### src/hw/esb_consts.vh
/*
  Constants of the external system bus port: APB register offsets, field
  positions, reset values and bus clock timing.
  Assumes a 200 MHz core clock and an APB master with 32-bit data.
*/
`ifndef ESB_CONSTS_VH
`define ESB_CONSTS_VH

`define ESB_OFS_CTRL        8'h00
`define ESB_OFS_ADDR        8'h04
`define ESB_OFS_WDATA       8'h08
`define ESB_OFS_CMD         8'h0C
`define ESB_OFS_STATE       8'h10
`define ESB_OFS_RDATA       8'h14
`define ESB_OFS_GPIO        8'h18
`define ESB_OFS_GPIO_IN     8'h1C
`define ESB_OFS_STATUS      8'h20
`define ESB_OFS_MASK        8'h24
`define ESB_OFS_EXTCAP      8'h28

`define ESB_CTRL_NARROW     0
`define ESB_CTRL_TRACE      1
`define ESB_CTRL_PULLUP     2
`define ESB_CTRL_POL_LO     3
`define ESB_CTRL_POL_HI     5
`define ESB_CTRL_WAIT_LO    8
`define ESB_CTRL_WAIT_HI    11
`define ESB_CTRL_RESET      12'h024

`define ESB_CMD_START       0
`define ESB_CMD_WRITE       1
`define ESB_CMD_SEL_LO      2
`define ESB_CMD_SEL_HI      3
`define ESB_CMD_LANE_LO     4
`define ESB_CMD_LANE_HI     5
`define ESB_CMD_ABORT       8

`define ESB_EV_DONE         0
`define ESB_EV_ABORT        1
`define ESB_EV_EXTWR        2
`define ESB_EV_W            3

`define ESB_CLK_NS          5
`define ESB_EXTERNAL_BUS_CLOCK_OUT_NS       20
`define ESB_PHASES          (`ESB_EXTERNAL_BUS_CLOCK_OUT_NS / `ESB_CLK_NS)
`define ESB_PHASE_LAST      2'h3
`define ESB_PHASE_HIGH      2'h2

`endif

### src/hw/esb_port.v
/*
  External system bus port: APB register slave, external transfer
  sequencer, pin output enables, strap capture and interrupt logic.
  Assumes pins are resolved by the surroundings from out/oe pairs and that
  internal interrupt and transaction inputs are on core_clk.
*/
// Chosen here: the APB slave port and the address map.
`timescale 1ns/1ps
`include "esb_consts.vh"

module esb_port
(
  // Clock and reset
  input  wire        core_clk,
  input  wire        sys_rst,
  // APB slave
  input  wire [7:0]  paddr,
  input  wire        psel,
  input  wire        penable,
  input  wire        pwrite,
  input  wire [31:0] pwdata,
  output reg  [31:0] prdata,
  output reg         pready,
  output reg         pslverr,
  output reg         esb_int,
  // Internal sources
  input  wire        int_irq_normal,
  input  wire        int_irq_fast,
  input  wire        int_txn_done,
  // Address, lanes and strobes
  input  wire [21:0] addr_in,
  output reg  [21:0] addr_out,
  output reg         addr_oe,
  input  wire [1:0]  byte_lane_enable_n_in,
  output reg  [1:0]  byte_lane_enable_n_out,
  output reg         byte_lane_enable_n_oe,
  input  wire        write_strobe_n_in,
  output reg         write_strobe_n_out,
  output reg         write_strobe_n_oe,
  input  wire        read_strobe_n_in,
  output reg         read_strobe_n_out,
  output reg         read_strobe_n_oe,
  // Data
  input  wire [15:0] data_in,
  output reg  [15:0] data_out,
  output reg         data_lo_oe,
  output reg         data_hi_oe,
  output reg         data_pullup_en,
  // Control pins
  input  wire        bus_grant_in_n,
  input  wire        narrow_bus_strap_n_in,
  output reg         narrow_bus_strap_n_out,
  output reg         narrow_bus_strap_n_oe,
  input  wire        ext_boot_n,
  input  wire        highz_n,
  output reg         transfer_ack_n,
  output reg         abort_n,
  output reg  [3:0]  device_select,
  output reg         boot_map_ext,
  output reg         irq_out,
  output reg         external_bus_clock_out
);

  localparam S_IDLE = 4'b0001;
  localparam S_ADDR = 4'b0010;
  localparam S_WAIT = 4'b0100;
  localparam S_ACK  = 4'b1000;
  localparam SW     = 46;
  // Bit positions of the pins in the synchroniser word
  localparam SB_WR    = 24;
  localparam SB_GRANT = 26;
  localparam SB_STRAP = 27;
  localparam SB_BOOT  = 28;
  localparam SB_HIGHZ = 29;
  localparam SB_DATA  = 30;

  // Select level for line i: asserted or not, per polarity
  function sel_level;
    input active;
    input pol_high;
    begin
      sel_level = active ? pol_high : ~pol_high;
    end
  endfunction

  function hit;
    input [7:0] a;
    input [7:0] ofs;
    begin
      hit = (a == ofs);
    end
  endfunction

  // Two-flop synchroniser for every pin input
  reg  [SW-1:0] sync_a;
  reg  [SW-1:0] sync_b;
  wire [SW-1:0] raw_in = {data_in, highz_n, ext_boot_n, narrow_bus_strap_n_in,
                          bus_grant_in_n, read_strobe_n_in, write_strobe_n_in,
                          byte_lane_enable_n_in, addr_in};

  genvar gi;
  generate
    for (gi = 0; gi < SW; gi = gi + 1)
    begin : g_sync
      always @(posedge core_clk)
      begin
        sync_a[gi] <= raw_in[gi];
        sync_b[gi] <= sync_a[gi];
      end
    end
  endgenerate

  // A data word reaches rdata only after a strobe has qualified it for cycles,
  // but extcap takes it at the synchronised strobe fall and the GPIO input register at any time
  wire [15:0] s_data  = sync_b[SB_DATA+15:SB_DATA];
  wire        s_highz = ~sync_b[SB_HIGHZ];
  wire        s_boot  = sync_b[SB_BOOT];
  wire        s_strap = sync_b[SB_STRAP];
  wire        s_grant = sync_b[SB_GRANT];
  wire        s_wr_n  = sync_b[SB_WR];

  // Registers
  reg  [11:0] ctrl;
  reg  [21:0] xaddr;
  reg  [15:0] wdata;
  reg  [15:0] rdata;
  reg  [15:0] gpio;
  reg  [15:0] extcap;
  reg  [`ESB_EV_W-1:0] status;
  reg  [`ESB_EV_W-1:0] mask;
  reg         start_pend;
  reg         abort_pend;
  reg         mon_pend;
  reg         cmd_wr;
  reg  [1:0]  cmd_sel;
  reg  [1:0]  cmd_lane_n;
  reg  [3:0]  state;
  reg  [3:0]  wcnt;
  reg  [1:0]  phase;
  reg         boot_done;
  reg         wr_seen;

  wire narrow  = ctrl[`ESB_CTRL_NARROW] | ~s_strap;
  wire owner   = s_grant;
  wire tick    = (phase == `ESB_PHASE_LAST);
  wire busy    = ~state[0];
  wire apb_set = psel & ~penable;
  wire apb_acc = psel & penable & pready;
  wire apb_wr  = apb_acc & pwrite;
  wire apb_rd  = apb_acc & ~pwrite;
  wire [2:0] pol = ctrl[`ESB_CTRL_POL_HI:`ESB_CTRL_POL_LO];

  wire cmd_hit = apb_wr & hit(paddr, `ESB_OFS_CMD);
  wire ext_wr_edge = ~owner & ~s_wr_n & ~wr_seen;

  reg  [`ESB_EV_W-1:0] ev;
  reg  [3:0]           next_state;
  reg                  do_abort;

  always @*
  begin
    next_state = state;
    do_abort   = 1'b0;
    ev         = {`ESB_EV_W{1'b0}};
    ev[`ESB_EV_EXTWR] = ext_wr_edge;
    if (tick)
    begin
      // Losing the bus mid-cycle ends the transfer as an abort
      if (busy && (abort_pend || !owner))
        do_abort = 1'b1;
      case (state)
        S_IDLE:
          if (start_pend && owner && !mon_pend)
            next_state = S_ADDR;
        S_ADDR:
          next_state = S_WAIT;
        S_WAIT:
          if (wcnt == 4'h0)
            next_state = S_ACK;
        S_ACK:
          next_state = S_IDLE;
        default:
          next_state = S_IDLE;
      endcase
      if (do_abort)
        next_state = S_IDLE;
      ev[`ESB_EV_ABORT] = do_abort;
      ev[`ESB_EV_DONE]  = state[3] & ~do_abort;
    end
  end

  // Register file and sequencer
  always @(posedge core_clk)
  begin
    if (sys_rst)
    begin
      ctrl       <= `ESB_CTRL_RESET;
      xaddr      <= 22'h000000;
      wdata      <= 16'h0000;
      rdata      <= 16'h0000;
      gpio       <= 16'h0000;
      extcap     <= 16'h0000;
      status     <= {`ESB_EV_W{1'b0}};
      mask       <= {`ESB_EV_W{1'b0}};
      start_pend <= 1'b0;
      abort_pend <= 1'b0;
      mon_pend   <= 1'b0;
      cmd_wr     <= 1'b0;
      cmd_sel    <= 2'h0;
      cmd_lane_n <= 2'h0;
      state      <= S_IDLE;
      wcnt       <= 4'h0;
      phase      <= 2'h0;
      boot_done  <= 1'b0;
      boot_map_ext <= 1'b0;
      wr_seen    <= 1'b0;
    end
    else
    begin
      phase <= phase + 2'h1;
      state <= next_state;
      // Idles low like the released strobe, so reset makes no false edge
      wr_seen <= ~owner & ~s_wr_n;
      // Boot strap is taken once, after the synchroniser has filled
      if (!boot_done && phase == `ESB_PHASE_LAST)
      begin
        boot_done    <= 1'b1;
        boot_map_ext <= ~s_boot;
      end
      if (ext_wr_edge)
        extcap <= s_data;
      if (apb_wr)
      begin
        if (hit(paddr, `ESB_OFS_CTRL))
          ctrl <= pwdata[11:0];
        if (hit(paddr, `ESB_OFS_ADDR))
          xaddr <= pwdata[21:0];
        if (hit(paddr, `ESB_OFS_WDATA))
          wdata <= pwdata[15:0];
        if (hit(paddr, `ESB_OFS_GPIO))
          gpio <= pwdata[15:0];
        if (hit(paddr, `ESB_OFS_MASK))
          mask <= pwdata[`ESB_EV_W-1:0];
      end
      // A start while busy is ignored
      if (cmd_hit && pwdata[`ESB_CMD_START] && !busy && !start_pend)
      begin
        start_pend <= 1'b1;
        cmd_wr     <= pwdata[`ESB_CMD_WRITE];
        cmd_sel    <= pwdata[`ESB_CMD_SEL_HI:`ESB_CMD_SEL_LO];
        cmd_lane_n <= pwdata[`ESB_CMD_LANE_HI:`ESB_CMD_LANE_LO];
      end
      else if (tick && state[0] && owner && !mon_pend)
        start_pend <= 1'b0;
      if (cmd_hit && pwdata[`ESB_CMD_ABORT] && busy)
        abort_pend <= 1'b1;
      else if (tick)
        abort_pend <= 1'b0;
      if (int_txn_done && ctrl[`ESB_CTRL_TRACE])
        mon_pend <= 1'b1;
      else if (tick && state[0])
        mon_pend <= 1'b0;
      if (tick && state[1])
        wcnt <= ctrl[`ESB_CTRL_WAIT_HI:`ESB_CTRL_WAIT_LO];
      else if (tick && state[2] && wcnt != 4'h0)
        wcnt <= wcnt - 4'h1;
      if (tick && state[3] && !cmd_wr)
        rdata <= narrow ? {8'h00, s_data[7:0]} : s_data;
      // Only the bits that the read returned are cleared, so an event that
      // lands between setup and access waits for the next read
      if (apb_rd && hit(paddr, `ESB_OFS_STATUS))
        status <= (status & ~prdata[`ESB_EV_W-1:0]) | ev;
      else
        status <= status | ev;
    end
  end

  // APB answer: ready in the access phase, no wait states
  always @(posedge core_clk)
  begin
    if (sys_rst)
    begin
      prdata  <= 32'h00000000;
      pready  <= 1'b0;
      pslverr <= 1'b0;
      esb_int <= 1'b0;
    end
    else
    begin
      esb_int <= |(status & mask);
      pready  <= apb_set;
      pslverr <= apb_set & (paddr[1:0] != 2'h0 || paddr > `ESB_OFS_EXTCAP);
      if (apb_set)
      begin
        case (paddr)
          `ESB_OFS_CTRL:    prdata <= {20'h00000, ctrl};
          `ESB_OFS_ADDR:    prdata <= {10'h000, xaddr};
          `ESB_OFS_WDATA:   prdata <= {16'h0000, wdata};
          `ESB_OFS_CMD:     prdata <= {26'h0000000, cmd_lane_n, cmd_sel, cmd_wr, start_pend};
          `ESB_OFS_STATE:   prdata <= {28'h0000000, owner, boot_map_ext, narrow, busy};
          `ESB_OFS_RDATA:   prdata <= {16'h0000, rdata};
          `ESB_OFS_GPIO:    prdata <= {16'h0000, gpio};
          `ESB_OFS_GPIO_IN: prdata <= {24'h000000, s_data[15:8]};
          `ESB_OFS_STATUS:  prdata <= {29'h00000000, status};
          `ESB_OFS_MASK:    prdata <= {29'h00000000, mask};
          `ESB_OFS_EXTCAP:  prdata <= {16'h0000, extcap};
          default:          prdata <= 32'h00000000;
        endcase
      end
    end
  end

  // Pins, all from flops; high-impedance command overrides every enable except narrow_bus_strap_n_oe and data_pullup_en
  wire cyc    = busy & owner;
  wire drv_wr = cyc & cmd_wr & ~state[1];
  wire drive  = owner & ~s_highz;

  always @(posedge core_clk)
  begin
    if (sys_rst)
    begin
      addr_out               <= 22'h000000;
      addr_oe                <= 1'b0;
      byte_lane_enable_n_out <= 2'h3;
      byte_lane_enable_n_oe  <= 1'b0;
      write_strobe_n_out     <= 1'b1;
      write_strobe_n_oe      <= 1'b0;
      read_strobe_n_out      <= 1'b1;
      read_strobe_n_oe       <= 1'b0;
      data_out               <= 16'h0000;
      data_lo_oe             <= 1'b0;
      data_hi_oe             <= 1'b0;
      data_pullup_en         <= 1'b1;
      narrow_bus_strap_n_out <= 1'b0;
      narrow_bus_strap_n_oe  <= 1'b0;
      transfer_ack_n         <= 1'b1;
      abort_n                <= 1'b1;
      device_select          <= 4'b0111;
      irq_out                <= 1'b0;
      external_bus_clock_out <= 1'b0;
    end
    else
    begin
      external_bus_clock_out <= (phase >= `ESB_PHASE_HIGH);
      addr_out   <= xaddr;
      addr_oe    <= drive;
      byte_lane_enable_n_oe <= drive;
      write_strobe_n_oe     <= drive;
      read_strobe_n_oe      <= drive;
      if (narrow)
        byte_lane_enable_n_out <= 2'b01;
      else
        byte_lane_enable_n_out <= cyc ? cmd_lane_n : 2'b11;
      write_strobe_n_out <= ~drv_wr;
      read_strobe_n_out  <= ~(cyc & ~cmd_wr & ~state[1]);
      data_out[7:0]  <= wdata[7:0];
      data_out[15:8] <= narrow ? gpio[7:0] : wdata[15:8];
      data_lo_oe <= drv_wr & ~s_highz;
      data_hi_oe <= ~s_highz & (narrow ? gpio[15] : drv_wr & ~cmd_lane_n[0]);
      data_pullup_en <= ctrl[`ESB_CTRL_PULLUP];
      narrow_bus_strap_n_oe <= ctrl[`ESB_CTRL_NARROW];
      transfer_ack_n <= ~((state[3] & cyc) | (mon_pend & state[0]));
      // Held for a whole bus clock period so the far side sees it
      if (tick)
        abort_n <= ~do_abort;
      device_select[0] <= ~(cyc && cmd_sel == 2'h0);
      device_select[1] <= sel_level(cyc && cmd_sel == 2'h1, pol[0]);
      device_select[2] <= sel_level(cyc && cmd_sel == 2'h2, pol[1]);
      device_select[3] <= sel_level(cyc && cmd_sel == 2'h3, pol[2]);
      irq_out <= int_irq_normal | int_irq_fast;
    end
  end

endmodule // esb_port
### config.mk
export PLATFORM = sky130hd
export DESIGN_NAME = esb_port
export DESIGN_NICKNAME = d
export VERILOG_FILES = /design/src/hw/esb_port.v
export VERILOG_INCLUDE_DIRS = /design/src /design/src/hw
export SDC_FILE = /design/constraint.sdc
export NUM_CORES = 1
export LEC_CHECK = 0
export BUFFER_PORTS_ARGS = -buffer_cell sky130_fd_sc_hd__buf_2
export CAP_MARGIN = 20
export CORE_MARGIN = 1.5
export CORE_UTILIZATION = 58
export CTS_CLUSTER_SIZE = 30
export DETAILED_ROUTE_END_ITERATION = 6
export HOLD_SLACK_MARGIN = 0.12
export PLACE_DENSITY = 0.84
export SKIP_LAST_GASP = 1
export SLEW_MARGIN = 20
export SYNTH_ARGS = -nofsm -noshare
export SYNTH_HDL_FRONTEND = slang
export SYNTH_SLANG_ARGS = --single-unit
### constraint.sdc
create_clock -name core_clk -period 5.2 [get_ports core_clk]
set_input_delay 1.04 -clock core_clk [delete_from_list [all_inputs] [get_ports core_clk]]
set_output_delay 1.04 -clock core_clk [all_outputs]
set_load 0.01 [all_outputs]
# Word-level counts from Yosys, hierarchy flattened
# Cells that the tools add are included.
[word_totals] regBits=257 in_bits=94 out_inout_bits=95 word_cells=228
[classes] magnitude_cmp=2 n_eq_ne=19 addsub=2 mux=26 n_bitwise=50 n_reduce_logical=47
[ops] operator="22-bit case mux with 11 select lines" n=1
[ops] operator="8-bit by 5-bit == test with 1-bit output, second input constant" n=4
[ops] operator="8-bit by 6-bit == test with 1-bit output, second input constant" n=3
[ops] operator="1-bit logical AND" n=23
[ops] operator="1-bit AND" n=21
[ops] operator="1-bit NOT" n=21
[ops] operator="4-bit 2-to-1 mux" n=5
[ops] operator="8-bit by 4-bit == test with 1-bit output, second input constant" n=2
[ops] operator="16-bit 2-to-1 mux" n=1
[ops] operator="1-bit 2-to-1 mux" n=13
[ops] operator="4-bit case mux with 3 select lines" n=1
[ops] operator="2-bit AND reduction" n=5
[ops] operator="2-bit nonzero test" n=5
[ops] operator="8-bit by 3-bit == test with 1-bit output, second input constant" n=1
[ops] operator="8-bit by 6-bit greater-than comparator with 1-bit output, second input constant" n=1
[ops] operator="8-bit zero test" n=1
[ops] operator="8-bit 2-to-1 mux" n=1
[ops] operator="3-bit AND" n=2
[ops] operator="2-bit == test, second input constant" n=3
[ops] operator="2-bit 2-to-1 mux" n=3
[ops] operator="3-bit inequality test, second input constant" n=2
[ops] operator="3-bit bitwise OR" n=2
[ops] operator="3-bit OR reduction" n=2
[ops] operator="1-bit zero test" n=5
[ops] operator="other kinds (15)" n=18

# Logic depth before layout (Yosys ltp)
# Gate-level depths: netlist of the first run.
[logic_depth] depth_word=10 mapped_depth=9 ltp_nobuf=7

# Least setup slack after synthesis of the first run
# No wires, ideal clock.
[synth_timing] path_kind="input -> register" startpoint="input paddr[6]" endpoint="register cmd_lane_n[0]" t_required_ns=5.072 n_path_buf=3 arrival_ns=2.777 path_stages=8 setup_time_ns=0.128 slack_ns=2.295 cell_sequence="buf_6 or4_1 buf_2 or2_1 buf_6 nor4_4 mux2i_1 nor2_1"
[synth_between] elab_chain_len=5
[synth_lines] element="from (decl)" line="esb_port.v:17" text="input wire [7:0] paddr,"
[synth_lines] element="8-bit by 4-bit == test with 1-bit output" line="esb_port.v:90" text="hit = (a == ofs);"
[synth_lines] element="1-bit AND" line="esb_port.v:153" text="wire cmd_hit = apb_wr & hit(paddr, `ESB_OFS_CMD);"
[synth_lines] element="1-bit logical AND (3 in a row)" line="esb_port.v:246" text="if (cmd_hit && pwdata[`ESB_CMD_START] && !busy && !start_pend)"
[synth_lines] element="to (signal assigned)" line="esb_port.v:251" text="cmd_lane_n <= pwdata[`ESB_CMD_LANE_HI:`ESB_CMD_LANE_LO];"
[synth_lines] element="to (decl)" line="esb_port.v:136" text="reg [1:0] cmd_lane_n;"
# No other way between the ends.
# A chain may end at the register's enable or synchronous reset.

# Worst setup path after layout of the first run
[layout_timing] startpoint="input paddr[4]" endpoint="register ctrl[11]"
[layout_between] elab_chain_len=2
[layout_lines] element="8-bit zero test" line="esb_port.v:90"
[layout_lines] element="2-bit AND reduction (no line)"
[layout_lines] element="to (signal assigned)" line="esb_port.v:197" text="ctrl <= `ESB_CTRL_RESET;"
[layout_lines] element="to (signal assigned)" line="esb_port.v:235" text="ctrl <= pwdata[11:0];"
[layout_lines] element="to (decl)" line="esb_port.v:123" text="reg [11:0] ctrl;"
# No other way between the ends.

==> results_dict.tcl, run 1 <==
set metrics [dict create \
    clk_pin_slew_worst_paths_ns 0.06 \
    critical_path_class "input port to register" \
    postRouteAntennaNets 0 \
    synth_top_family_by_area "simple AND/OR/NAND/NOR gates" \
    syn_inst 994 \
    wl_per_cell_um 18.1 \
    status "completed" \
    cts_buffer_depth 3 \
    yosysSeqAreaShare_pct 54.4 \
    io_buffer_count 142 \
    root_buffer "clkbuf_16" \
    synth-seq-cells 247 \
    nets 1203 \
    synthArstFlopShare_pct 0 \
    syn_to_final_growth_pct 16.8 \
    layout_common_cells "dfxtp_1, nand2_1, buf_2" \
    rows 45 \
    cap_violations 0 \
    synth_area_mm2 0.00910 \
    min_period_over_period_pct 61.9 \
    first_pass_iters 5 \
    synth_cell_types 59 \
    totalWireLength_um 24200 \
    antenna_found_initial 0 \
    viasPerCell 5.69 \
    worstPathCellList "buf_2, or4_1, or2_1, nor2_2, mux2i_1, nor2_1" \
    cts_htree_levels 1 \
    fin_area_mm2 0.0106 \
    via_count 7587 \
    path_max_fanout 20 \
    ios 189 \
    nFillCells 1244 \
    worst_hold_slack_ns 0.326 \
    synth_mux_area_share_pct 7.77 \
    fp.dieH_um 128 \
    rsz0062_at_grt "no" \
    yosys.area_share.simple_pct 19.6 \
    max_freq_ghz 0.311 \
    synthXorXnorAreaFrac_pct 0.674 \
    final_common_cell "dfxtp_1" \
    drtIter0Drc 900 \
    grt_pass1_vias 6965 \
    hold_viol_final 0 \
    synth_edf_count 0 \
    synth_area_per_cell_um2 9.15 \
    core-area_mm2 0.0153 \
    cts_hold_buf 0 \
    grt_max_degree 81 \
    finClkSkew_ns 0.0104 \
    cp.required_ns 5.57 \
    start_util_pct 59.6 \
    slowest_stage "nor2_2" \
    slowest_delay_ns 0.80 \
    critPathLaunchType "input port" \
    clock_sinks 247 \
    fin_setup_tns_ns 0 \
    grtUsageTotal_pct 29.2 \
    yosysWarnings 0 \
    dp_hpwl_um 16500 \
    grt_first_pass_wirelength_um 37400 \
    hp-class "register to register" \
    post_cts_buffers 0 \
    p_per_area_mw_per_mm2 360 \
    period_needed_ns 3.22 \
    final_util_pct 69.7 \
    numCtsBuffers 24 \
    grt-ovfl-total 0 \
    crit_path_end_kind "register" \
    cts_tree "built" \
    die_w_um 128 \
    drv_slew 0 \
    synth_compound_gate_area_share_pct 12.7 \
    synth_fa_ha_area_share_pct 0.413 \
    drc 0 \
    finalSetupViolCount 0 \
    critical_path_arrival_ns 3.58 \
    cts_resized 0 \
    place_area_mm2 0.00983 \
    drive_above_1_share_pct 19.1 \
    tightest_slew_ns 0.997 \
    n_antenna_cell 0 \
    insertion_delay_ns 0.51 \
    peakVddDrop_mv 0.324 \
    ys.flop_type "dfxtp_1" \
    p_leak_nw 4.09 \
    slew_headroom_pct 33.4 \
    die-area_mm2 0.0164 \
    place_congestion 0.970 \
]
## flip-flops by register name (all words and copies together), names as in the netlist, 2 cells and up
signal and cells:
wcnt 4, gpio 16, ctrl 12, byte_lane_enable_n_out 2, sync_a 21, extcap 16
data_out 16, state 4, s_data 16, status 3, mask 3, cmd_lane_n 2
prdata 22, addr_out 22, rdata 16, xaddr 22, wdata 16, cmd_sel 2
phase 2, device_select 4
## cell type report
cell class                      instances  area [um^2]  share of cell area (%)
Tap cell                              211          264                    2.48
Clock buffer                           33          686                    6.45
Sequential cell                       247         4940                    46.5
Inverter                                8         30.0                   0.283
Clock inverter                         10          118                    1.11
Timing Repair Buffer                  153          796                    7.49
Multi-Input combinational cell        672         3790                    35.7
## cells in the mapped netlist, types with 3 or more instances
master	instances	share of area, %
ha_1	3	0.41
or2_2	3	0.21
mux2i_1	56	6.2
o21ai_0	13	0.72
buf_4	16	1.3
a22oi_1	23	1.9
a211oi_1	5	0.41
buf_1	3	0.12
a221oi_1	3	0.29
o31ai_1	3	0.25
or3_1	3	0.21
nor2b_1	40	2.8
a32oi_1	4	0.39
mux2_2	13	1.6
xnor2_1	3	0.29
o22ai_1	12	0.83
or4_1	3	0.25
a41oi_1	3	0.29
inv_1	8	0.33
dfxtp_1	247	54
nor3_1	14	0.77
and2_1	3	0.21
nor4b_1	4	0.39
buf_2	5	0.28
nor2_1	91	3.8
clkbuf_1	51	2.1
a21oi_1	97	5.3
nand3_1	13	0.72
nand2_1	192	7.9
a22o_1	9	0.87
nand2b_1	11	0.76
xor2_1	4	0.39
## report_power, final
group	leakage, nW	switching, mW	internal, mW
Combinational	1.70	0.102	0.0449
Sequential	2.01	0.0187	1.92
Clock	0.380	0.717	1.03
Total	4.09	0.838	2.99
## critical path, delay by kind of cell
family	cells	cell delay [ns]
buffers and inverters	1	0.25
multiplexers	1	0.32
AND/OR/NAND/NOR	4	1.96
## metal layers
layer,GRT usage (%),vias up,share of wire [%]
met4,11.0,0,3.5
met3,4.47,73,9.6
met5,0,-,0
li1,-,3573,-
met1,39.9,3516,41
met2,47.0,425,46
## path summary, 6_finish.rpt
check	end	startpoint	slack (ns)	cells after the start
setup / recovery	ctrl[11]	paddr[4]	1.98	6
hold / removal	s_data[1]	sync_a[31]	0.33	0
setup reg to reg	ctrl[11]	pready	2.79	5
hold reg to reg	s_data[1]	sync_a[31]	0.33	0
## kinds of logic (layout without fill, tap and decap cells)
kind of cell | count (synthesis) | count (layout)
muxes | 69 | 69
and+or+nand+nor | 395 | 395
other | 1 | 11
buffers and inverters | 85 | 204
AOI/OAI and AO/OA | 187 | 187
DFF | 247 | 247
adders and majority gates | 3 | 3
xor gates and xnor gates | 7 | 7
## stage by stage
stage	cells	total power [mW]	worst slack (ns)
after floorplan	1004	2.07	2.30
after global placement	1291	2.12	1.57
after detailed placement	1291	2.12	1.49
after CTS	1334	3.85	2.02
after global routing	1334	3.95	1.92
final	1334	3.83	1.98
Note: power is estimated with default switching activity, not from simulation.
==> inputs of run 2 (changes only) <==
--- a/config.mk
+++ b/config.mk
@@ -9,11 +9,11 @@
 export BUFFER_PORTS_ARGS = -buffer_cell sky130_fd_sc_hd__buf_2
 export CAP_MARGIN = 20
 export CORE_MARGIN = 1.5
-export CORE_UTILIZATION = 58
+export CORE_UTILIZATION = 54
 export CTS_CLUSTER_SIZE = 30
 export DETAILED_ROUTE_END_ITERATION = 6
 export HOLD_SLACK_MARGIN = 0.12
-export PLACE_DENSITY = 0.84
+export PLACE_DENSITY = 0.79
 export SKIP_LAST_GASP = 1
 export SLEW_MARGIN = 20
 export SYNTH_ARGS = -nofsm -noshare
==> constraint.sdc (replaced) <==
create_clock -name core_clk -period 3.2 [get_ports core_clk]
set_input_delay 0.64 -clock core_clk [delete_from_list [all_inputs] [get_ports core_clk]]
set_output_delay 0.64 -clock core_clk [all_outputs]
set_load 0.01 [all_outputs]
==> run 2 against run 1 <==
Net effect:
- sequential power increased by 62%
- first-iteration DRC count decreased by 13%
- non-clock buffer count increased by 20
- hold slack got worse by 0.10 ns
- die area increased by 7.2%
- global-route usage decreased by 2.5 points
- clock skew increased by 0.0027 ns
- setup slack got worse by 0.97 ns
- clock power increased by 57%
- sequential share of layout area decreased by 0.58 points
- design area increased by 1.3%
- clock-buffer cell count unchanged
==> results_dict.tcl, run 2 (synthesized netlist as in run 1, its figures left out) <==
set metrics [dict create \
    dp_hpwl_um 17000 \
    die-area_mm2 0.0176 \
    min_period_over_period_pct 68.5 \
    totalWireLength_um 24000 \
    start_util_pct 55.0 \
    crit_path_end_kind "register" \
    clk_pin_slew_worst_paths_ns 0.06 \
    die_w_um 133 \
    grt-ovfl-total 0 \
    cap_violations 0 \
    grtUsageTotal_pct 26.7 \
    p_leak_nw 4.19 \
    clockPowerShare_pct 44.5 \
    nFillCells 1407 \
    io_buffer_count 142 \
    cts_tree "built" \
    antenna_found_initial 0 \
    slowest_delay_ns 0.55 \
    crit_end "cmd_sel[1]" \
    finClkSkew_ns 0.0132 \
    critical_path_class "input port to register" \
    via_count 7507 \
    first_pass_iters 5 \
    worstReg2RegEnd "state[3]" \
    ios 189 \
    power.switching_mw 1.35 \
    place_congestion 0.989 \
    multi_input_area_mm2 0.00379 \
    tightest_slew_ns 0.799 \
    intPower_mw 4.78 \
    switching_share_pct 22.0 \
    n_antenna_cell 0 \
    grt_pass1_vias 6829 \
    final_common_cell "dfxtp_1" \
    slowest_stage "or4_1" \
    hp-class "input port to register" \
    post_cts_buffers 0 \
    drc 0 \
    cts_resized 0 \
    peakVddDrop_mv 0.439 \
    worstRegToRegCells 5 \
    finalSetupViolCount 0 \
    postRouteAntennaNets 0 \
    numCtsBuffers 24 \
    syn_to_final_growth_pct 18.3 \
    cts_buffer_depth 3 \
    biggestRegsByFlops "addr_out x22, prdata x22, xaddr x22" \
    cts_hold_buf 0 \
    max_freq_ghz 0.456 \
    final_cells 1362 \
    period_needed_ns 2.19 \
    r2r_start "state[0]" \
    fin_area_mm2 0.0108 \
    comb_power_share_pct 4.1 \
    status "completed" \
    viasPerCell 5.51 \
    final_util_pct 65.1 \
    layout_common_cells "dfxtp_1, nand2_1, buf_2" \
    critPathLaunchType "input port" \
    place_area_mm2 0.0100 \
    r2r_slack_ns 1.01 \
    root_buffer "clkbuf_16" \
    core-area_mm2 0.0165 \
    cts_htree_levels 1 \
    rows 47 \
    grt_max_degree 79 \
    cp.required_ns 3.59 \
    drtIter0Drc 784 \
    p_per_area_mw_per_mm2 569 \
    worstSetupStartpoint "paddr[5]" \
    worstPathCellList "buf_2, or4_1, or2_1, nor4_4, mux2i_1, nor2_1" \
    insertion_delay_ns 0.51 \
    power_frac_seq_pct 51.4 \
    fp.dieH_um 133 \
    hold_viol_final 0 \
    total_power_mw 6.13 \
    wl_per_cell_um 17.6 \
    regArea_mm2 0.00494 \
    fin_setup_tns_ns 0 \
    critical_path_arrival_ns 2.58 \
    drive_above_1_share_pct 20.3 \
    drv_slew 0 \
    grt_first_pass_wirelength_um 37300 \
    path_max_fanout 6 \
    rsz0062_at_grt "no" \
    slew_headroom_pct 46.8 \
    dp_cells 1320 \
    nets 1223 \
    clock_sinks 247 \
]
run 2: changes by cell type in the layout (fill, tap and decap cells not counted):
cell and delta:
buf_12 +1, clkinv_2 +3, buf_4 +19, nor2_1 +1, bufinv_16 -1, nor2_2 -1, clkinvlp_4 -3
run 2: worst min-delay path by stage:
stage	end	start	cells past startpoint
after CTS	sync_a[41]	data_in[11]	1
after detailed placement	s_data[14]	sync_a[44]	0
after global placement	s_data[7]	sync_a[37]	0
after global routing	sync_a[41]	data_in[11]	1
after floorplan	owner	sync_a[26]	0
final	sync_a[28]	ext_boot_n	1
run 2: layout make-up:
class | instances | share of cell area (%)
clock buffers | 33 | 6.37
clock inverters | 9 | 0.744
inverters | 8 | 0.279
multi-input cells | 672 | 35.2
flip-flops and latches | 247 | 45.9
well taps | 220 | 2.56
repair buffers | 173 | 8.90
run 2: worst max-delay path: cells and delay by family:
kind	cells	cell delay (ns)
AND/OR/NAND/NOR	4	1.50
buffers and inverters	1	0.16
multiplexers	1	0.27
run 2: metrics by stage:
step                      hold WS, ns  setup WS, ns
after floorplan                 0.310         0.695
after global placement          0.312         0.560
after detailed placement        0.312         0.528
after CTS                       0.215         0.998
after global routing            0.208         0.910
final                           0.224          1.01
run 2: metal layers:
layer	wire, um	part of all wire [%]	track usage, %	vias to the layer above
li1	-	-	-	3621
met1	10300	43	37.5	3461
met2	10900	45	41.9	373
met3	2070	8.6	3.75	52
met4	758	3.2	10.2	0
met5	0	0	0	-
run 2: power groups by stage:
stage | clock network, mW | registers (mW) | logic (mW)
6_report | 2.73 | 3.15 | 0.251
5_1_grt | 2.90 | 3.15 | 0.270
4_1_cts | 2.77 | 3.15 | 0.247
3_5_place_dp | 0 | 3.22 | 0.245
3_3_place_gp | 0 | 3.22 | 0.245
2_1_floorplan | 0 | 3.21 | 0.151
==> inputs of run 3 (changes only) <==
==> constraint.sdc (replaced) <==
create_clock -name core_clk -period 2.1 [get_ports core_clk]
set_input_delay 0.42 -clock core_clk [delete_from_list [all_inputs] [get_ports core_clk]]
set_output_delay 0.42 -clock core_clk [all_outputs]
set_load 0.01 [all_outputs]
==> run 3 against run 2 <==
Net effect:
- utilization increased by 3.5 points
- largest cell class unchanged
- largest power group unchanged
- power increased by 52%
- sequential share of layout area decreased by 2.4 points
- via count increased by 3.0%
- register-to-register slack got worse by 0.74 ns
- cell count increased by 4.8%
- global-route usage increased by 1.7 points
- critical path type unchanged
- die area unchanged
- sequential cell count unchanged
- clock skew decreased by 0.0034 ns
==> results_dict.tcl, run 3 (synthesized netlist as in run 1, its figures left out) <==
set metrics [dict create \
    status "completed" \
    period_needed_ns 1.86 \
    viasPerCell 5.42 \
    total_power_mw 9.29 \
    n_antenna_cell 0 \
    max_freq_ghz 0.539 \
    regArea_mm2 0.00494 \
    ios 189 \
    dp_hpwl_um 18300 \
    critical_path_class "input port to register" \
    rows 47 \
    drtIter0Drc 718 \
    finalSetupViolCount 0 \
    switching_share_pct 22.0 \
    place_congestion 0.939 \
    wl_per_cell_um 17.7 \
    setup_slack_ns 0.244 \
    power.switching_mw 2.05 \
    cts_buffer_depth 3 \
    comb_power_share_pct 5.0 \
    final_common_cell "dfxtp_1" \
    path_max_fanout 9 \
    clk_pin_slew_worst_paths_ns 0.06 \
    grt_pass1_vias 7328 \
    fin_area_mm2 0.0113 \
    drive_above_1_share_pct 22.9 \
    clock_sinks 247 \
    multi_input_area_mm2 0.00380 \
    drv_slew 0 \
    place_area_mm2 0.0104 \
    postRouteAntennaNets 0 \
    min_period_over_period_pct 88.4 \
    place_ws_ns -0.235 \
    cts_tree "built" \
    p_leak_nw 4.50 \
    dp_cells 1366 \
    insertion_delay_ns 0.51 \
    numCtsBuffers 24 \
    grt_max_degree 79 \
    intPower_mw 7.24 \
    path_depth 7 \
    grtUsageTotal_pct 28.4 \
    cp.required_ns 2.50 \
    hp-class "input port to register" \
    slowest_delay_ns 0.61 \
    via_count 7731 \
    path_delay_family "simple AND/OR/NAND/NOR gates" \
    grt-ovfl-total 0 \
    worstRegToRegCells 6 \
    hold_viol_final 0 \
    slowest_stage "or4_1" \
    p_per_area_mw_per_mm2 818 \
    hold_depth 3 \
    cts_htree_levels 1 \
    syn_to_final_growth_pct 24.8 \
    nets 1290 \
    slew_headroom_pct 49.8 \
    totalWireLength_um 25300 \
    worst_hold_slack_ns 0.146 \
    power_frac_seq_pct 51.7 \
    cp_num_buf_inv 2 \
    crit_path_end_kind "register" \
    peakVddDrop_mv 0.752 \
    first_pass_iters 5 \
    worstPathCellList "buf_2, or4_1, or2_1, nor2_2, buf_4, nor2b_1, a211o_1" \
    start_util_pct 55.0 \
    final_util_pct 68.7 \
    core-area_mm2 0.0165 \
    antenna_found_initial 0 \
    io_buffer_count 142 \
    finClkSkew_ns 0.00977 \
    drc 0 \
    critical_path_arrival_ns 2.25 \
    tightest_slew_ns 0.752 \
    nFillCells 1353 \
    critPathLaunchType "input port" \
    die_w_um 133 \
    root_buffer "clkbuf_16" \
    grt_first_pass_wirelength_um 39400 \
    fin_setup_tns_ns 0 \
    final_cells 1427 \
    fp.dieH_um 133 \
    die-area_mm2 0.0176 \
    clockPowerShare_pct 43.3 \
    rsz0062_at_grt "no" \
    layout_common_cells "dfxtp_1, nand2_1, buf_2" \
    cap_violations 0 \
    biggestRegsByFlops "addr_out x22, prdata x22, xaddr x22" \
    r2r_slack_ns 0.27 \
]
[run 3: changes by cell type in the layout (fill, tap and decap cells not counted), moves of 2 or more]
| cell | previous run | this run |
|---|---|---|
| buf_4 | 31 | 73 |
| dlygate4sd3_1 | 0 | 21 |
| buf_12 | 1 | 5 |
| clkbuf_1 | 5 | 7 |
| clkinv_2 | 5 | 3 |
[run 3: worst reg2reg max path, delay by kind of cell (launching register included)]
family	cells	cell delay, ns
compound gates	1	0.31
xor+xnor	1	0.15
fa+ha+maj	1	0.15
buf+inv	1	0.07
flops	1	0.33
simple gates	2	0.72
[run 3: what timing repair did]
action | 4_1_cts | 5_1_grt
gates resized for setup | 0 | 0
hold buffers | 21 | 0
hold endpoints to repair | 21 | 0
buffers inserted | 0 | 0
[run 3: worst paths after layout]
kind	start	endpoint
hold / removal	pwdata[20]	xaddr[20]
setup reg to reg	wcnt[0]	wcnt[0]
hold reg to reg	sync_a[41]	s_data[11]
setup / recovery	paddr[4]	ctrl[2]
[run 3: per-layer routing]
| layer | wire (um) | track usage (%) | up-vias |
|---|---|---|---|
| li1 | - | - | 3759 |
| met1 | 11200 | 38.8 | 3616 |
| met2 | 11600 | 46.3 | 295 |
| met3 | 1680 | 4.02 | 61 |
| met4 | 823 | 9.89 | 0 |
| met5 | 0 | 0 | - |
[run 3: cell type report]
class                           count  area share (%)
Clock buffer                       33            5.77
Inverter                            8           0.265
Tap cell                          220            2.43
Timing Repair Buffer              240            13.8
Sequential cell                   247            43.6
Clock inverter                      7           0.684
Multi-Input combinational cell    672            33.5
[run 3: power groups by stage]
stage	combinational [mW]	sequential (mW)	clock, mW
after global placement	0.421	4.90	0
after floorplan	0.233	4.89	0
after CTS	0.455	4.80	4.09
final	0.464	4.80	4.02
after detailed placement	0.424	4.91	0
after global routing	0.495	4.81	4.29
